### src/hw/pcs_params.svh
// Purpose: lane coding constants
// Assumes: 200 MHz aclk, 8-bit byte addresses
// Notes: tags below
// Function
// FEC mode is none, cyclic or RS
// FEC mode advertised to partner
// Encode and decode Base-R 64b/66b blocks
// Coding only: no FCS, pause, stream
// Receive 128-bit data, 16-bit control out
// Client sends 128-bit data, 16-bit control
// Transceiver reset restarts startup and core
// Core resets driven synchronously by controller
// Separate client-side receive and transmit resets
// Separate 16-bit spacing settings, default 16383
// RS FEC at 50G forces spacing 20479
// Change markers and spacing only in reset
// Four 64-bit markers per direction
// Separate receive and transmit cores
// Two differential lanes each direction
// FEC and autoneg optional
// Receive FIFO slip flags sticky error
// Level block lock per coding lane
// Marker every spacing plus one words
`ifndef PCS_PARAMS_SVH
`define PCS_PARAMS_SVH

// Timing
`define PCS_CLK_MHZ      200
`define PCS_STARTUP_NS   1000
`define PCS_STARTUP_CYC  ((`PCS_STARTUP_NS * `PCS_CLK_MHZ + 999) / 1000)

// Register byte offsets
`define PCS_OFF_CTRL     8'h00
`define PCS_OFF_SPACE    8'h04
`define PCS_OFF_STAT     8'h08
`define PCS_MK_PAGE      2'h1

// Control fields and reset value
`define PCS_CTRL_50G     2
`define PCS_CTRL_AN_EN   3
`define PCS_CTRL_RXCORE  4
`define PCS_CTRL_TXCORE  5
`define PCS_CTRL_RXCLI   6
`define PCS_CTRL_TXCLI   7
`define PCS_CTRL_XRST    8
`define PCS_CTRL_MASK    32'h0000_01FF
`define PCS_CTRL_RST     32'h0000_00F0

// Marker spacing values
`define PCS_SPACE_DEF    16'h3FFF
`define PCS_SPACE_RS50   16'h4FFF

// Block coding
`define PCS_SYNC_DATA    2'h1
`define PCS_SYNC_CTRL    2'h2
`define PCS_T_IDLE       8'h1E
`define PCS_T_START      8'h78
`define PCS_T_TERM       64'hFFE1D2CCB4AA9987
`define PCS_CH_IDLE      8'h07
`define PCS_CH_START     8'hFB
`define PCS_CH_TERM      8'hFD
`define PCS_CH_ERR       8'hFE
`define PCS_C_ERR        7'h1E
`define PCS_IDLE_BLK     66'h2_0000_0000_0000_001E

// Bus answers
`define PCS_RESP_OK      2'h0
`define PCS_RESP_SLV     2'h2

`endif

### src/hw/pcs_pkg.sv
// Purpose: lane coding types
// Assumes: constants live in pcs_params.svh
// Notes: 16 bytes, 16 control flags
package pcs_pkg;

  // Client word, byte 0 low
  typedef struct packed {
    logic [127:0] d;
    logic [15:0]  c;
  } pcs_mii_t;

  // Line block, sync in [65:64]
  typedef logic [65:0] pcs_blk_t;

  // Error correction modes
  typedef enum logic [1:0] {
    PCS_FEC_NONE,
    PCS_FEC_CYCLIC,
    PCS_FEC_RS
  } pcs_fec_t;

  // Transceiver startup states
  typedef enum logic [1:0] {
    PCS_ST_HOLD,
    PCS_ST_WAIT,
    PCS_ST_RUN
  } pcs_start_t;

endpackage

### src/hw/pcs_lane_coding.sv
// Purpose: 64b/66b coding with lane markers
// Assumes: one aclk, 66-bit parallel line blocks
// Notes: AXI4-Lite registers, no FEC codec
//
// The AXI4-Lite slave port and the placing of the registers were left to the implementer.
`include "pcs_params.svh"
`timescale 1ns/1ps
module pcs_lane_coding (
  // Clock, reset and enable
  input  wire logic                   aclk,
  input  wire logic                   aresetn,
  input  wire logic                   ce,
  // Transceiver full reset pin
  input  wire logic                   transceiver_reset_everything,
  // AXI4-Lite slave
  input  wire logic [7:0]             s_axi_awaddr,
  input  wire logic                   s_axi_awvalid,
  output logic                        s_axi_awready,
  input  wire logic [31:0]            s_axi_wdata,
  input  wire logic [3:0]             s_axi_wstrb,
  input  wire logic                   s_axi_wvalid,
  output logic                        s_axi_wready,
  output logic [1:0]                  s_axi_bresp,
  output logic                        s_axi_bvalid,
  input  wire logic                   s_axi_bready,
  input  wire logic [7:0]             s_axi_araddr,
  input  wire logic                   s_axi_arvalid,
  output logic                        s_axi_arready,
  output logic [31:0]                 s_axi_rdata,
  output logic [1:0]                  s_axi_rresp,
  output logic                        s_axi_rvalid,
  input  wire logic                   s_axi_rready,
  // Transmit client
  input  wire pcs_pkg::pcs_mii_t      tx_mii_word,
  input  wire logic                   tx_mii_valid,
  output logic                        tx_mii_ready,
  // Receive client
  output pcs_pkg::pcs_mii_t           rx_mii_word,
  output logic                        rx_mii_valid,
  input  wire logic                   rx_mii_ready,
  // Line lanes
  output pcs_pkg::pcs_blk_t [1:0]     transmit_serial_lane_p,
  output pcs_pkg::pcs_blk_t [1:0]     transmit_serial_lane_n,
  output logic                        transmit_lane_valid,
  input  wire pcs_pkg::pcs_blk_t [1:0] receive_serial_lane_p,
  input  wire pcs_pkg::pcs_blk_t [1:0] receive_serial_lane_n,
  input  wire logic                   receive_lane_valid,
  // Status
  output logic [3:0]                  block_lock,
  output logic                        rx_fifo_error,
  output logic                        startup_done,
  output logic [1:0]                  an_fec_advertise
);
  import pcs_pkg::*;

  logic [31:0] ctrl_reg;
  logic [15:0] receive_marker_spacing_reg;
  logic [15:0] transmit_marker_spacing_reg;
  logic [63:0] receive_lane_marker_value_reg  [0:3];
  logic [63:0] transmit_lane_marker_value_reg [0:3];
  pcs_start_t  st_reg;
  logic [7:0]  st_cnt_reg;
  logic [7:0]  aw_addr_reg;
  logic        aw_have_reg;
  logic [31:0] w_data_reg;
  logic [3:0]  w_strb_reg;
  logic        w_have_reg;
  logic [15:0] tx_cnt_reg;
  logic [15:0] rx_cnt_reg;
  logic        wr_fire;
  logic [31:0] rd_mux;
  pcs_fec_t    fec;
  logic        rs50;
  pcs_blk_t    tx_blk [0:1];
  logic [15:0] tx_space;
  logic [15:0] rx_space;
  logic        xcvr_rst;
  logic        tx_rst;
  logic        rx_rst;
  logic        rx_cli_rst;
  logic        tx_mark;
  logic        rx_mark;
  logic        rx_go;
  logic        rx_new;
  pcs_mii_t    buf_word;
  logic        buf_valid;
  logic [71:0] dec0;
  logic [71:0] dec1;

  // Byte-lane write merge
  function automatic logic [31:0] merge(input logic [31:0] old, input logic [31:0] nw,
                                        input logic [3:0] be);
    logic [31:0] r;
    r = old;
    for (int i = 0; i < 4; i++) begin
      if (be[i]) r[8*i +: 8] = nw[8*i +: 8];
    end
    return r;
  endfunction

  // Mapped addresses answer OKAY
  function automatic logic addr_ok(input logic [7:0] a);
    return (a[7:6] == `PCS_MK_PAGE) || (a == `PCS_OFF_CTRL) ||
           (a == `PCS_OFF_SPACE) || (a == `PCS_OFF_STAT);
  endfunction

  // Mode field, code 3 falls back to no FEC
  function automatic pcs_fec_t fec_of(input logic [1:0] f);
    unique case (f)
      2'h1:    return PCS_FEC_CYCLIC;
      2'h2:    return PCS_FEC_RS;
      default: return PCS_FEC_NONE;
    endcase
  endfunction

  // One 8-byte word to a 66-bit block
  function automatic pcs_blk_t enc64(input logic [63:0] d, input logic [7:0] c);
    pcs_blk_t    b;
    logic [63:0] m;
    logic [63:0] tt;
    tt = `PCS_T_TERM;
    b = {`PCS_SYNC_CTRL, {8{`PCS_C_ERR}}, `PCS_T_IDLE};
    if (c == 8'h00) begin
      b = {`PCS_SYNC_DATA, d};
    end else if (c == 8'hFF && d == {8{`PCS_CH_IDLE}}) begin
      b = `PCS_IDLE_BLK;
    end else if (c == 8'h01 && d[7:0] == `PCS_CH_START) begin
      b = {`PCS_SYNC_CTRL, d[63:8], `PCS_T_START};
    end else begin
      for (int k = 0; k < 8; k++) begin
        m = 64'hFFFF_FFFF_FFFF_FFFF << (8 * k);
        if (c == (8'hFF << k) && d[8*k +: 8] == `PCS_CH_TERM &&
            ((d ^ {8{`PCS_CH_IDLE}}) & (m << 8)) == 64'h0) begin
          b = {`PCS_SYNC_CTRL, d[55:0] & ~m[55:0], tt[8*k +: 8]};
        end
      end
    end
    return b;
  endfunction

  // One 66-bit block to {data, control}
  function automatic logic [71:0] dec64(input pcs_blk_t b);
    logic [63:0] d;
    logic [7:0]  c;
    logic [63:0] m;
    logic [63:0] tt;
    tt = `PCS_T_TERM;
    d = {8{`PCS_CH_ERR}};
    c = 8'hFF;
    if (b[65:64] == `PCS_SYNC_DATA) begin
      d = b[63:0];
      c = 8'h00;
    end else if (b[65:64] == `PCS_SYNC_CTRL) begin
      if (b == `PCS_IDLE_BLK) begin
        d = {8{`PCS_CH_IDLE}};
      end else if (b[7:0] == `PCS_T_START) begin
        d = {b[63:8], `PCS_CH_START};
        c = 8'h01;
      end else begin
        for (int k = 0; k < 8; k++) begin
          if (b[7:0] == tt[8*k +: 8]) begin
            m = 64'hFFFF_FFFF_FFFF_FFFF << (8 * k);
            d = ({8'h00, b[63:8]} & ~m) | ({8{`PCS_CH_IDLE}} & (m << 8)) |
                (64'(`PCS_CH_TERM) << (8 * k));
            c = 8'hFF << k;
          end
        end
      end
    end
    return {d, c};
  endfunction

  // Mode, spacing and reset derivation
  assign fec        = fec_of(ctrl_reg[1:0]);
  assign rs50       = (fec == PCS_FEC_RS) && ctrl_reg[`PCS_CTRL_50G];
  assign tx_space   = rs50 ? `PCS_SPACE_RS50 : transmit_marker_spacing_reg;
  assign rx_space   = rs50 ? `PCS_SPACE_RS50 : receive_marker_spacing_reg;
  assign xcvr_rst   = transceiver_reset_everything | ctrl_reg[`PCS_CTRL_XRST];
  assign tx_rst     = ctrl_reg[`PCS_CTRL_TXCORE] | ~startup_done;
  assign rx_rst     = ctrl_reg[`PCS_CTRL_RXCORE] | ~startup_done;
  assign rx_cli_rst = ctrl_reg[`PCS_CTRL_RXCLI] | rx_rst;
  assign tx_mark    = (tx_cnt_reg < 16'h0002);
  assign rx_mark    = (rx_cnt_reg < 16'h0002);
  assign rx_go      = ~rx_rst & receive_lane_valid;
  assign rx_new     = rx_go & ~rx_mark;
  assign wr_fire    = aw_have_reg & w_have_reg & ~s_axi_bvalid;
  assign dec0       = dec64(receive_serial_lane_p[0]);
  assign dec1       = dec64(receive_serial_lane_p[1]);

  // Transmit buffer, flushed by resets
  pcs_pair_buf u_txbuf (
    .aclk      (aclk),
    .aresetn   (aresetn),
    .ce        (ce),
    .flush     (ctrl_reg[`PCS_CTRL_TXCLI] | tx_rst),
    .in_word   (tx_mii_word),
    .in_valid  (tx_mii_valid),
    .in_ready  (tx_mii_ready),
    .out_word  (buf_word),
    .out_valid (buf_valid),
    .out_ready (~tx_rst & ~tx_mark)
  );

  // Transceiver startup sequencer
  always_ff @(posedge aclk) begin
    if (!aresetn) begin
      st_reg       <= PCS_ST_HOLD;
      st_cnt_reg   <= 8'h00;
      startup_done <= 1'b0;
    end else if (ce) begin
      if (xcvr_rst) begin
        st_reg       <= PCS_ST_HOLD;
        startup_done <= 1'b0;
      end else begin
        unique case (st_reg)
          PCS_ST_HOLD: begin
            st_reg     <= PCS_ST_WAIT;
            st_cnt_reg <= 8'h00;
          end
          PCS_ST_WAIT: begin
            if (st_cnt_reg == 8'(`PCS_STARTUP_CYC - 1)) begin
              st_reg       <= PCS_ST_RUN;
              startup_done <= 1'b1;
            end else begin
              st_cnt_reg <= st_cnt_reg + 8'h01;
            end
          end
          PCS_ST_RUN: startup_done <= 1'b1;
        endcase
      end
    end
  end

  // Write channels
  always_ff @(posedge aclk) begin
    if (!aresetn) begin
      s_axi_awready <= 1'b1;
      s_axi_wready  <= 1'b1;
      aw_have_reg   <= 1'b0;
      w_have_reg    <= 1'b0;
      aw_addr_reg   <= 8'h00;
      w_data_reg    <= 32'h0000_0000;
      w_strb_reg    <= 4'h0;
      s_axi_bvalid  <= 1'b0;
      s_axi_bresp   <= `PCS_RESP_OK;
    end else if (ce) begin
      if (s_axi_awvalid && s_axi_awready) begin
        aw_addr_reg   <= s_axi_awaddr;
        aw_have_reg   <= 1'b1;
        s_axi_awready <= 1'b0;
      end else if (wr_fire) begin
        aw_have_reg <= 1'b0;
      end
      if (s_axi_wvalid && s_axi_wready) begin
        w_data_reg   <= s_axi_wdata;
        w_strb_reg   <= s_axi_wstrb;
        w_have_reg   <= 1'b1;
        s_axi_wready <= 1'b0;
      end else if (wr_fire) begin
        w_have_reg <= 1'b0;
      end
      if (wr_fire) begin
        s_axi_bvalid <= 1'b1;
        s_axi_bresp  <= addr_ok(aw_addr_reg) ? `PCS_RESP_OK : `PCS_RESP_SLV;
      end else if (s_axi_bvalid && s_axi_bready) begin
        s_axi_bvalid  <= 1'b0;
        s_axi_awready <= 1'b1;
        s_axi_wready  <= 1'b1;
      end
    end
  end

  // Control and spacing registers
  always_ff @(posedge aclk) begin
    if (!aresetn) begin
      ctrl_reg                    <= `PCS_CTRL_RST;
      receive_marker_spacing_reg  <= `PCS_SPACE_DEF;
      transmit_marker_spacing_reg <= `PCS_SPACE_DEF;
    end else if (ce && wr_fire) begin
      if (aw_addr_reg == `PCS_OFF_CTRL) begin
        ctrl_reg <= merge(ctrl_reg, w_data_reg, w_strb_reg) & `PCS_CTRL_MASK;
      end else if (aw_addr_reg == `PCS_OFF_SPACE) begin
        {transmit_marker_spacing_reg, receive_marker_spacing_reg} <=
          merge({transmit_marker_spacing_reg, receive_marker_spacing_reg},
                w_data_reg, w_strb_reg);
      end
    end
  end

  // Marker registers, two words each
  always_ff @(posedge aclk) begin
    if (!aresetn) begin
      for (int i = 0; i < 4; i++) begin
        receive_lane_marker_value_reg[i]  <= 64'h0;
        transmit_lane_marker_value_reg[i] <= 64'h0;
      end
    end else if (ce && wr_fire && aw_addr_reg[7:6] == `PCS_MK_PAGE) begin
      if (aw_addr_reg[5]) begin
        transmit_lane_marker_value_reg[aw_addr_reg[4:3]][32*aw_addr_reg[2] +: 32] <=
          merge(transmit_lane_marker_value_reg[aw_addr_reg[4:3]][32*aw_addr_reg[2] +: 32],
                w_data_reg, w_strb_reg);
      end else begin
        receive_lane_marker_value_reg[aw_addr_reg[4:3]][32*aw_addr_reg[2] +: 32] <=
          merge(receive_lane_marker_value_reg[aw_addr_reg[4:3]][32*aw_addr_reg[2] +: 32],
                w_data_reg, w_strb_reg);
      end
    end
  end

  // Read data selection
  always_comb begin
    rd_mux = 32'h0000_0000;
    if (s_axi_araddr[7:6] == `PCS_MK_PAGE) begin
      rd_mux = s_axi_araddr[5] ?
               transmit_lane_marker_value_reg[s_axi_araddr[4:3]][32*s_axi_araddr[2] +: 32] :
               receive_lane_marker_value_reg[s_axi_araddr[4:3]][32*s_axi_araddr[2] +: 32];
    end else if (s_axi_araddr == `PCS_OFF_CTRL) begin
      rd_mux = ctrl_reg;
    end else if (s_axi_araddr == `PCS_OFF_SPACE) begin
      rd_mux = {transmit_marker_spacing_reg, receive_marker_spacing_reg};
    end else if (s_axi_araddr == `PCS_OFF_STAT) begin
      rd_mux = {22'h0, fec, an_fec_advertise, startup_done, rx_fifo_error, block_lock};
    end
  end

  // Read channel
  always_ff @(posedge aclk) begin
    if (!aresetn) begin
      s_axi_arready <= 1'b1;
      s_axi_rvalid  <= 1'b0;
      s_axi_rdata   <= 32'h0000_0000;
      s_axi_rresp   <= `PCS_RESP_OK;
    end else if (ce) begin
      if (s_axi_arvalid && s_axi_arready) begin
        s_axi_rdata   <= rd_mux;
        s_axi_rresp   <= addr_ok(s_axi_araddr) ? `PCS_RESP_OK : `PCS_RESP_SLV;
        s_axi_rvalid  <= 1'b1;
        s_axi_arready <= 1'b0;
      end else if (s_axi_rvalid && s_axi_rready) begin
        s_axi_rvalid  <= 1'b0;
        s_axi_arready <= 1'b1;
      end
    end
  end

  // Mode advertisement
  always_ff @(posedge aclk) begin
    if (!aresetn) begin
      an_fec_advertise <= 2'h0;
    end else if (ce) begin
      an_fec_advertise <= ctrl_reg[`PCS_CTRL_AN_EN] ?
                          {fec == PCS_FEC_RS, fec == PCS_FEC_CYCLIC} : 2'h0;
    end
  end

  // Next block pair: markers, encoded word or idle
  always_comb begin
    for (int k = 0; k < 2; k++) begin
      if (tx_mark) begin
        tx_blk[k] = {`PCS_SYNC_CTRL, transmit_lane_marker_value_reg[{tx_cnt_reg[0], k[0]}]};
      end else if (buf_valid) begin
        tx_blk[k] = enc64(buf_word.d[64*k +: 64], buf_word.c[8*k +: 8]);
      end else begin
        tx_blk[k] = `PCS_IDLE_BLK;
      end
    end
  end

  // Transmit core registers
  always_ff @(posedge aclk) begin
    if (!aresetn) begin
      tx_cnt_reg             <= 16'h0;
      transmit_lane_valid    <= 1'b0;
      transmit_serial_lane_p <= '0;
      transmit_serial_lane_n <= '1;
    end else if (ce) begin
      if (tx_rst) begin
        tx_cnt_reg          <= 16'h0;
        transmit_lane_valid <= 1'b0;
      end else begin
        tx_cnt_reg          <= (tx_cnt_reg >= tx_space) ? 16'h0 : tx_cnt_reg + 16'h1;
        transmit_lane_valid <= 1'b1;
        transmit_serial_lane_p <= {tx_blk[1], tx_blk[0]};
        transmit_serial_lane_n <= ~{tx_blk[1], tx_blk[0]};
      end
    end
  end

  // Receive marker count and block lock
  always_ff @(posedge aclk) begin
    if (!aresetn) begin
      rx_cnt_reg <= 16'h0;
      block_lock <= 4'h0;
    end else if (ce) begin
      if (rx_rst) begin
        rx_cnt_reg <= 16'h0;
        block_lock <= 4'h0;
      end else if (rx_go) begin
        rx_cnt_reg <= (rx_cnt_reg >= rx_space) ? 16'h0 : rx_cnt_reg + 16'h1;
        for (int k = 0; k < 2; k++) begin
          if (rx_mark) begin
            block_lock[{rx_cnt_reg[0], k[0]}] <= (receive_serial_lane_p[k] ==
              {`PCS_SYNC_CTRL, receive_lane_marker_value_reg[{rx_cnt_reg[0], k[0]}]});
          end else if (receive_serial_lane_p[k][65:64] == 2'h0 ||
                       receive_serial_lane_p[k][65:64] == 2'h3) begin
            block_lock[{rx_cnt_reg[0], k[0]}] <= 1'b0;
          end
        end
      end
    end
  end

  // Receive client word, replaced by each new beat even if not taken
  always_ff @(posedge aclk) begin
    if (!aresetn) begin
      rx_mii_word  <= '0;
      rx_mii_valid <= 1'b0;
    end else if (ce) begin
      if (rx_cli_rst) begin
        rx_mii_valid <= 1'b0;
      end else if (rx_new) begin
        rx_mii_word  <= '{d: {dec1[71:8], dec0[71:8]}, c: {dec1[7:0], dec0[7:0]}};
        rx_mii_valid <= 1'b1;
      end else if (rx_mii_ready) begin
        rx_mii_valid <= 1'b0;
      end
    end
  end

  // Sticky slip error
  always_ff @(posedge aclk) begin
    if (!aresetn) begin
      rx_fifo_error <= 1'b0;
    end else if (ce) begin
      if (rx_cli_rst) begin
        rx_fifo_error <= 1'b0;
      end else if (rx_new && rx_mii_valid && !rx_mii_ready) begin
        rx_fifo_error <= 1'b1;
      end
    end
  end

endmodule

### src/hw/pcs_pair_buf.sv
// Purpose: two-entry transmit buffer
// Assumes: one clock, sync reset
// Notes: registered in_ready stalls client when full
`timescale 1ns/1ps
module pcs_pair_buf (
  // Clock and control
  input  wire logic            aclk,
  input  wire logic            aresetn,
  input  wire logic            ce,
  input  wire logic            flush,
  // Filling side
  input  wire pcs_pkg::pcs_mii_t in_word,
  input  wire logic            in_valid,
  output logic                 in_ready,
  // Draining side
  output pcs_pkg::pcs_mii_t    out_word,
  output logic                 out_valid,
  input  wire logic            out_ready
);
  import pcs_pkg::*;

  pcs_mii_t   slot_reg [0:1];
  logic       wp_reg;
  logic       rp_reg;
  logic [1:0] cnt_reg;
  logic [1:0] cnt_next;
  logic       push;
  logic       pop;

  // Handshakes and occupancy
  assign out_valid = (cnt_reg != 2'h0);
  assign out_word  = slot_reg[rp_reg];
  assign push      = in_valid & in_ready;
  assign pop       = out_valid & out_ready;
  assign cnt_next  = cnt_reg + {1'b0, push} - {1'b0, pop};

  // Pointers, count and ready flag
  always_ff @(posedge aclk) begin
    if (!aresetn || (ce && flush)) begin
      wp_reg   <= 1'b0;
      rp_reg   <= 1'b0;
      cnt_reg  <= 2'h0;
      in_ready <= 1'b1;
    end else if (ce) begin
      wp_reg   <= wp_reg ^ push;
      rp_reg   <= rp_reg ^ pop;
      cnt_reg  <= cnt_next;
      in_ready <= (cnt_next != 2'h2);
    end
  end

  // Storage
  always_ff @(posedge aclk) begin
    if (!aresetn) begin
      slot_reg[0] <= '0;
      slot_reg[1] <= '0;
    end else if (ce && !flush && push) begin
      slot_reg[wp_reg] <= in_word;
    end
  end

endmodule

### config.mk
export PLATFORM = sky130hd
export DESIGN_NAME = pcs_lane_coding
export DESIGN_NICKNAME = d
export VERILOG_FILES = /design/src/hw/pcs_pkg.sv /design/src/hw/pcs_lane_coding.sv /design/src/hw/pcs_pair_buf.sv
export VERILOG_INCLUDE_DIRS = /design/src /design/src/hw
export SDC_FILE = /design/constraint.sdc
export NUM_CORES = 2
export LEC_CHECK = 0
export BUFFER_PORTS_ARGS = -buffer_cell sky130_fd_sc_hd__buf_4
export CORE_UTILIZATION = 40
export CTS_BUF_LIST = sky130_fd_sc_hd__clkbuf_4
export DETAILED_ROUTE_END_ITERATION = 12
export PLACE_DENSITY = 0.63
export SYNTH_ARGS = -nofsm -noshare
export SYNTH_HDL_FRONTEND = slang
export SYNTH_SLANG_ARGS = --single-unit
export TNS_END_PERCENT = 50
### constraint.sdc
create_clock -name aclk -period 8 [get_ports aclk]
set_clock_uncertainty 0.2 [all_clocks]
set_input_delay 0.4 -clock aclk [delete_from_list [all_inputs] [get_ports aclk]]
set_output_delay 0.4 -clock aclk [all_outputs]
set_load 0.1 [all_outputs]
---- After elaboration in Yosys (flattened, before gate mapping) ----
Memories as Yosys holds them, arrays and structs flattened. A register that Yosys moved wholly into a read port is not among the register bits.
Index checks and enable logic that the tools add are counted.
operators by class
  add/sub/neg operators ................... 6
  magnitude comparators ................... 8
  equality and inequality tests ........... 82
  shifts and indexed selects .............. 7
  muxes and demuxes ....................... 200
  bitwise operators ....................... 30
  reduce and logical (&&, ||, !) cells .... 118
operator list
  operator                                                 number
  two-way mux 64 bit                                       30
  two-way mux 66 bit                                       24
  zero test 64 bit                                         14
  == test 8 bit (second input constant)                    51
  two-way mux 8 bit                                        51
  indexed part select 64 x 7 -> 32 bit                     4
  two-way mux 144 bit                                      1
  OR reduction 144 bit                                     1
  == test 66 bit                                           2
  == test 66 bit (second input constant)                   2
  NOT 132 bit                                              1
  == test 64 x 59 -> 1 bit (second input constant)         2
  two-way mux 32 bit                                       4
  OR reduction 64 bit                                      2
  indexed part select 32 x 34 -> 64 bit                    2
  two-way mux 62 bit                                       2
  two-way mux 16 bit                                       7
  variable shift 32 x 34 -> 64 bit (first input constant)  1
  logical AND 1 bit                                        49
  NOT 24 bit                                               2
  two-way mux 1 bit                                        41
  two-way mux 2 bit                                        20
  two-way mux 4 bit                                        10
  negator 6 -> 34 bit                                      1
  other kinds (39)                                         127
word-level totals
  register bits after elaboration ......... 593
  memory bits (writable) .................. 800
  input bits .............................. 472
  output and inout bits ................... 460
  word-level logic and storage cells ...... 493
  memories kept ........................... 3
memories
  memory                          depth  width  rd ports  clocked after Yosys merged registers in  wr ports  RTL line               text
  u_txbuf.slot_reg                2      144    1         1                                        2         pcs_pair_buf.sv:22     pcs_mii_t slot_reg [0:1];
  receive_lane_marker_value_reg   4      64     4         3                                        4         pcs_lane_coding.sv:59  logic [63:0] receive_lane_marker_value_reg [0:3];
  transmit_lane_marker_value_reg  4      64     4         3                                        4         pcs_lane_coding.sv:60  logic [63:0] transmit_lane_marker_value_reg [0:3];

---- Longest topological paths before layout ----
  depth in word-level cells ............... 17
  depth in mapped cells ................... 17
  gate-level depth less buffers ........... 13

---- Cells and area by module ----
Synthesis repeated with hierarchy kept, for this count alone.
second synthesis, totals
  cells, all modules ...................... 6,891
  area, all modules ....................... 72,509.5 µm²
by module, submodules not included
  module           times used  cells an instance  area each (µm²)  seq. area each (µm²)
  pcs_lane_coding  1           6,083              59,793.6         27,186.1
  pcs_pair_buf     1           808                12,715.9         8,768.4

---- Worst setup path after synthesis ----
No wires, ideal clock.
  path kind ............................... register -> register
  start ................................... reg startup_done
  end ..................................... mem u_txbuf.slot_reg[0][0] (netlist name), enable pin
  library setup time ...................... 0.529 ns
  arrival ................................. 5.866 ns
  required time ........................... 7.271 ns
  path slack .............................. 1.405 ns
  cell stages (with the launch flop) ...... 7
  path buffers ............................ 1
  clock period less this slack ............ 6.595 ns
  cell sequence ........................... dfxtp_1 > inv_1 > nor2_1 > nand3_1 > nor3_1 > clkbuf_1 > nand2b_1
RTL lines
  what                    RTL line                text
  from (decl)             pcs_lane_coding.sv:51   output logic startup_done,
  from (signal assigned)  pcs_lane_coding.sv:209  startup_done <= 1'b0;
  from (signal assigned)  pcs_lane_coding.sv:213  startup_done <= 1'b0;
  from (signal assigned)  pcs_lane_coding.sv:223  startup_done <= 1'b1;
  to (decl)               pcs_pair_buf.sv:22

---- Final worst setup path ----
  start ................................... reg rx_cnt_reg[1]
  end ..................................... reg rx_mii_word[126] (netlist name)
on the way
  word-level cells in the longest chain between the ends .. 4
ends and longest elaborated chain
  what                                  RTL line                text
  from (decl)                           pcs_lane_coding.sv:69   logic [15:0] rx_cnt_reg;
  from (signal assigned)                pcs_lane_coding.sv:399  rx_cnt_reg <= (rx_cnt_reg >= rx_space) ? 16'h0 : rx_cnt_reg + 16'h1;
  less-than comparator 16 x 2 -> 1 bit  pcs_lane_coding.sv:183  assign rx_mark = (rx_cnt_reg < 16'h0002);
  NOT 1 bit                             pcs_lane_coding.sv:185  assign rx_new = rx_go & ~rx_mark;
  bitwise AND 1 bit                     pcs_lane_coding.sv:185
  AND reduction 3 bit (no line)         n/a
  to (signal assigned)                  pcs_lane_coding.sv:422  rx_mii_word <= '{d: {dec1[71:8], dec0[71:8]}, c: {dec1[7:0], dec0[7:0]}};
  to (decl)                             pcs_lane_coding.sv:38   output pcs_pkg::pcs_mii_t rx_mii_word,
No other way between the ends.
A chain may end at the register's enable or synchronous reset.

==> parameters.txt <==
Parameter                              Value

Min path
  Start point of the worst hold path ... s_axi_araddr[5]
  Worst hold path stage count ... 5
  Tightest Hold Check Type ... in2reg
  Hold Path End ... s_axi_rdata[20]

Global route
  Global route total overflow ... 0
  Largest net degree at the start of global routing ... 162
  Antenna violations before repair ... 31
  Global-route wire length before repair ... 466800 µm
  Number of global-route vias before repair ... 67390
  Global routing usage summed across all routing layers ... 34.54%

Drt
  Drt first-iter violations ... 9271
  Count of TritonRoute iterations in the first routing pass ... 8
  Via count ... 69290
  Routed Antenna Nets ... 0
  Remaining DRCs ... 0
  Routed Wire Length ... 328700 µm
  Per-cell via count in the routed design ... 6.126
  Mean routed wirelength per cell ... 29.06 µm

Timing
  Worst hold slack ... 0.1161 ns
  RSZ-0062 raised after global routing ... false
  Final count of hold timing violations ... 0
  Max frequency ... 0.1644 GHz
  Worst relative slew slack ... 12.52%
  Number of slew-limit violations in the final report ... 0
  Setup violation total in the final timing report ... 0
  Tmin final ... 6.083 ns
  Setup TNS after final layout ... 0 ns
  Final clock period utilization by the worst path ... 76.04%
  Slew @ Worst Pin ... 1.306 ns

Clock network
  Clock slew seen by the registers of the worst setup and hold paths ... 0.07 ns
  Number of setup buffers added after CTS ... 0
  TritonCTS clock tree ... done
  CTS H-tree depth ... 5
  Clk buf depth ... 4
  Clock latency at the later pin of the worst-skew pair ... 1.48 ns
  Clock Sink Count ... 1396
  Clk Tree Root Cell ... sky130_fd_sc_hd__clkbuf_4
  TritonCTS buffer count ... 384

Yosys
  Count of warnings emitted by yosys ... 0
  Fraction of the mapped netlist area in compound gates ... 13.40%
  Part of the Yosys area used for sequential elements ... 49.34%
  Largest cells by area after synthesis ... sky130_fd_sc_hd__edfxtp_1, sky130_fd_sc_hd__dfxtp_1, sky130_fd_sc_hd__mux4_2, sky130_fd_sc_hd__nor2_1, sky130_fd_sc_hd__mux2i_1
  Xor/xnor cell area share of the yosys netlist ... 1.346%
  Cell variety after synth ... 108
  Synth Area in Adders ... 0.7040%
  Synthesized cell area ... 72870 µm²
  Synthesized instance count ... 6881
  Area share of the leading cell type in the synthesized netlist ... 32.97%
  Register bit count reported by yosys ... 1396
  Largest family of logic cells by synthesized area ... simple AND/OR/NAND/NOR gates
  Multiplexer share of the synthesized area ... 15.59%
  Fraction of registers with async set/reset ... 0%
  Most common library cells after synthesis ... sky130_fd_sc_hd__nor2_1, sky130_fd_sc_hd__edfxtp_1, sky130_fd_sc_hd__dfxtp_1, sky130_fd_sc_hd__nand2_1, sky130_fd_sc_hd__a21oi_1
  Simple-gate share of the synthesized area ... 16.07%
  Most area-hungry cell type in the Yosys netlist ... sky130_fd_sc_hd__edfxtp_1
  Post-synth top flop ... sky130_fd_sc_hd__edfxtp_1
  Most common cell in the synthesized netlist ... sky130_fd_sc_hd__nor2_1
  EDFF count, synth ... 800
  Post-synthesis area per instance ... 10.59 µm²

Final layout
  Share of final-layout standard cells stronger than drive strength 1 ... 22.98%
  Final net count ... 9140
  Fill cell instance count of the final layout ... 15740
  Layout Area Growth over Synthesis ... 30.81%
  Max FFs per register ... 288

Die
  Initial core utilization ... 40.27%
  Die Span Y ... 428.8 µm
  Full die area ... 183900 µm²
  Number of cell rows ... 156
  Total core area ... 180900 µm²
  X dimension of the die ... 428.8 µm
  I/O pin total ... 932

Run status
  Run status ... complete, no violations

Critical path
  Arrival time of the worst setup path ... 7.13 ns
  Slack of the worst reg-to-reg path ... 1.92 ns
  Worst Setup End Kind ... flip-flop
  End of the worst register-to-register path ... rx_mii_word[126]
  Startpoint type of the worst setup path ... flip-flop
  Number of cell instances on the worst register-to-register path ... 11
  Data required time of the worst path ... 9.04 ns
  Crit Path Category ... reg2reg
  Largest fanout on the critical path ... 89
  Worst R2R Start ... rx_cnt_reg[1]

Power
  Power density over the cells ... 171.5 nW/µm²
  Maximum VDD drop ... 137.1 µV
  Leakage power ... 36.27 nW
  Cell internal power dissipation ... 11.88 mW
  Clock network power share ... 40.2%
  Sequential group share of total power ... 48.3%
  Sw Ratio ... 27.34%
  Part of the total power dissipated in combinational logic ... 11.5%
  Sw Pwr ... 4.468 mW

Place
  # port buffers ... 797
  Gp weighted congestion ... 0.9877
  Detailed placer's ending HPWL ... 223600 µm

Run
  Number of max-capacitance violations reported ... 0
-- metrics by stage --
step | power [mW] | instances | instance area [µm²] | util [%] | setup WS (ns)
after floorplan | 8.804 | 6882 | 72870 | - | 1.405
after global placement | 9.503 | 9629 | 80600 | 44.55 | 2.766
after detailed placement | 9.530 | 9629 | 80600 | 44.55 | 2.704
after CTS | 16.27 | 11280 | 95220 | 52.63 | 2.162
after global routing | 16.79 | 11290 | 95260 | 52.65 | 1.813
final | 16.34 | 11310 | 95310 | 52.68 | 1.917
-- layout by cell type (no fill, tap or decap), drive strengths merged, types with 37 or more instances in the layout --
master / netlist / final
dfxtp: 596 / 596
dlygate4sd3: 0 / 981
edfxtp: 800 / 800
clkinv: 0 / 66
mux2i: 340 / 340
a22oi: 38 / 38
xnor2: 86 / 86
and2: 159 / 159
nor4: 84 / 84
buf: 127 / 889
nor2: 965 / 965
a21o: 78 / 78
mux2: 117 / 117
ha: 41 / 41
nand2: 535 / 535
diode: 0 / 37
inv: 97 / 100
o221ai: 76 / 76
and3: 192 / 192
nor3: 69 / 69
o21ai: 443 / 443
nand3: 104 / 104
mux4: 294 / 294
nand4: 51 / 51
nand2b: 60 / 60
clkbuf: 385 / 590
a21oi: 436 / 436
a211oi: 63 / 63
o211ai: 67 / 67
or3: 64 / 64
nor2b: 63 / 63
-- timing repair --
action / CTS / global route
hold buffers: 982 / 0
setup endpoints to repair: 0 / 0
resized for setup: 0 / 0
endpoints found under the hold margin: 1065 / 0
-- cells by family after synthesis --
family / count (synthesis)
fa+ha+maj: 41
compound gates: 1514
other cells: 1
mux: 751
buf+inv: 609
xor+xnor: 112
simple gates: 2457
flops: 1396
-- area by class of cell --
type / count / area (µm²) / area share (%)
flip-flops and latches: 1396 / 35980 / 37.75
multi-input cells: 4877 / 34490 / 36.19
repair buffers: 1871 / 16630 / 17.44
clock buffers: 589 / 4422 / 4.639
well taps: 2370 / 2965 / 3.111
inverters: 97 / 371.6 / 0.3899
clock inverters: 75 / 359.1 / 0.3767
diodes: 37 / 92.59 / 0.09714
-- how the worst max path moves through the flow --
stage,startpoint,end,depth (start not counted)
3_3_place_gp,flip-flop,transmit_serial_lane_p[60],11
2_1_floorplan,startup_done,u_txbuf.slot_reg[0][0],6
4_1_cts,rx_cnt_reg[1],rx_mii_word[123],11
5_1_grt,rx_cnt_reg[1],rx_mii_word[126],11
6_report,rx_cnt_reg[1],rx_mii_word[126],11
3_5_place_dp,flip-flop,transmit_serial_lane_p[60],11
-- routing by layer --
metal / up-vias / share of wire (%) / track usage [%]
met3: 1115 / 11 / 9.148
met1: 33850 / 36 / 41.13
li1: 29380 / - / -
met5: - / 0.049 / 0
met2: 4928 / 45 / 53.54
met4: 24 / 8.5 / 25.99
-- critical path: stages, from the launching register on --
cell	delay [ns]
sky130_fd_sc_hd__dfxtp_1	0.38
sky130_fd_sc_hd__nor4_1	0.33
sky130_fd_sc_hd__nand4_1	0.55
sky130_fd_sc_hd__nand4_1	0.47
sky130_fd_sc_hd__or2_4	0.71
sky130_fd_sc_hd__buf_4	0.86
sky130_fd_sc_hd__a21oi_1	0.10
sky130_fd_sc_hd__dlygate4sd3_1	0.61
sky130_fd_sc_hd__a22oi_1	0.20
sky130_fd_sc_hd__dlygate4sd3_1	0.64
sky130_fd_sc_hd__nor2_1	0.08
sky130_fd_sc_hd__dlygate4sd3_1	0.63
-- power groups by stage --
stage	Clock, mW	Sequential [mW]	Combinational, mW
after CTS	6.58	7.88	1.80
final	6.58	7.89	1.88
after floorplan	0	8.08	0.728
after global placement	0	8.02	1.48
after global routing	6.98	7.90	1.92
after detailed placement	0	8.04	1.49
(Power assumes the default switching activity.)
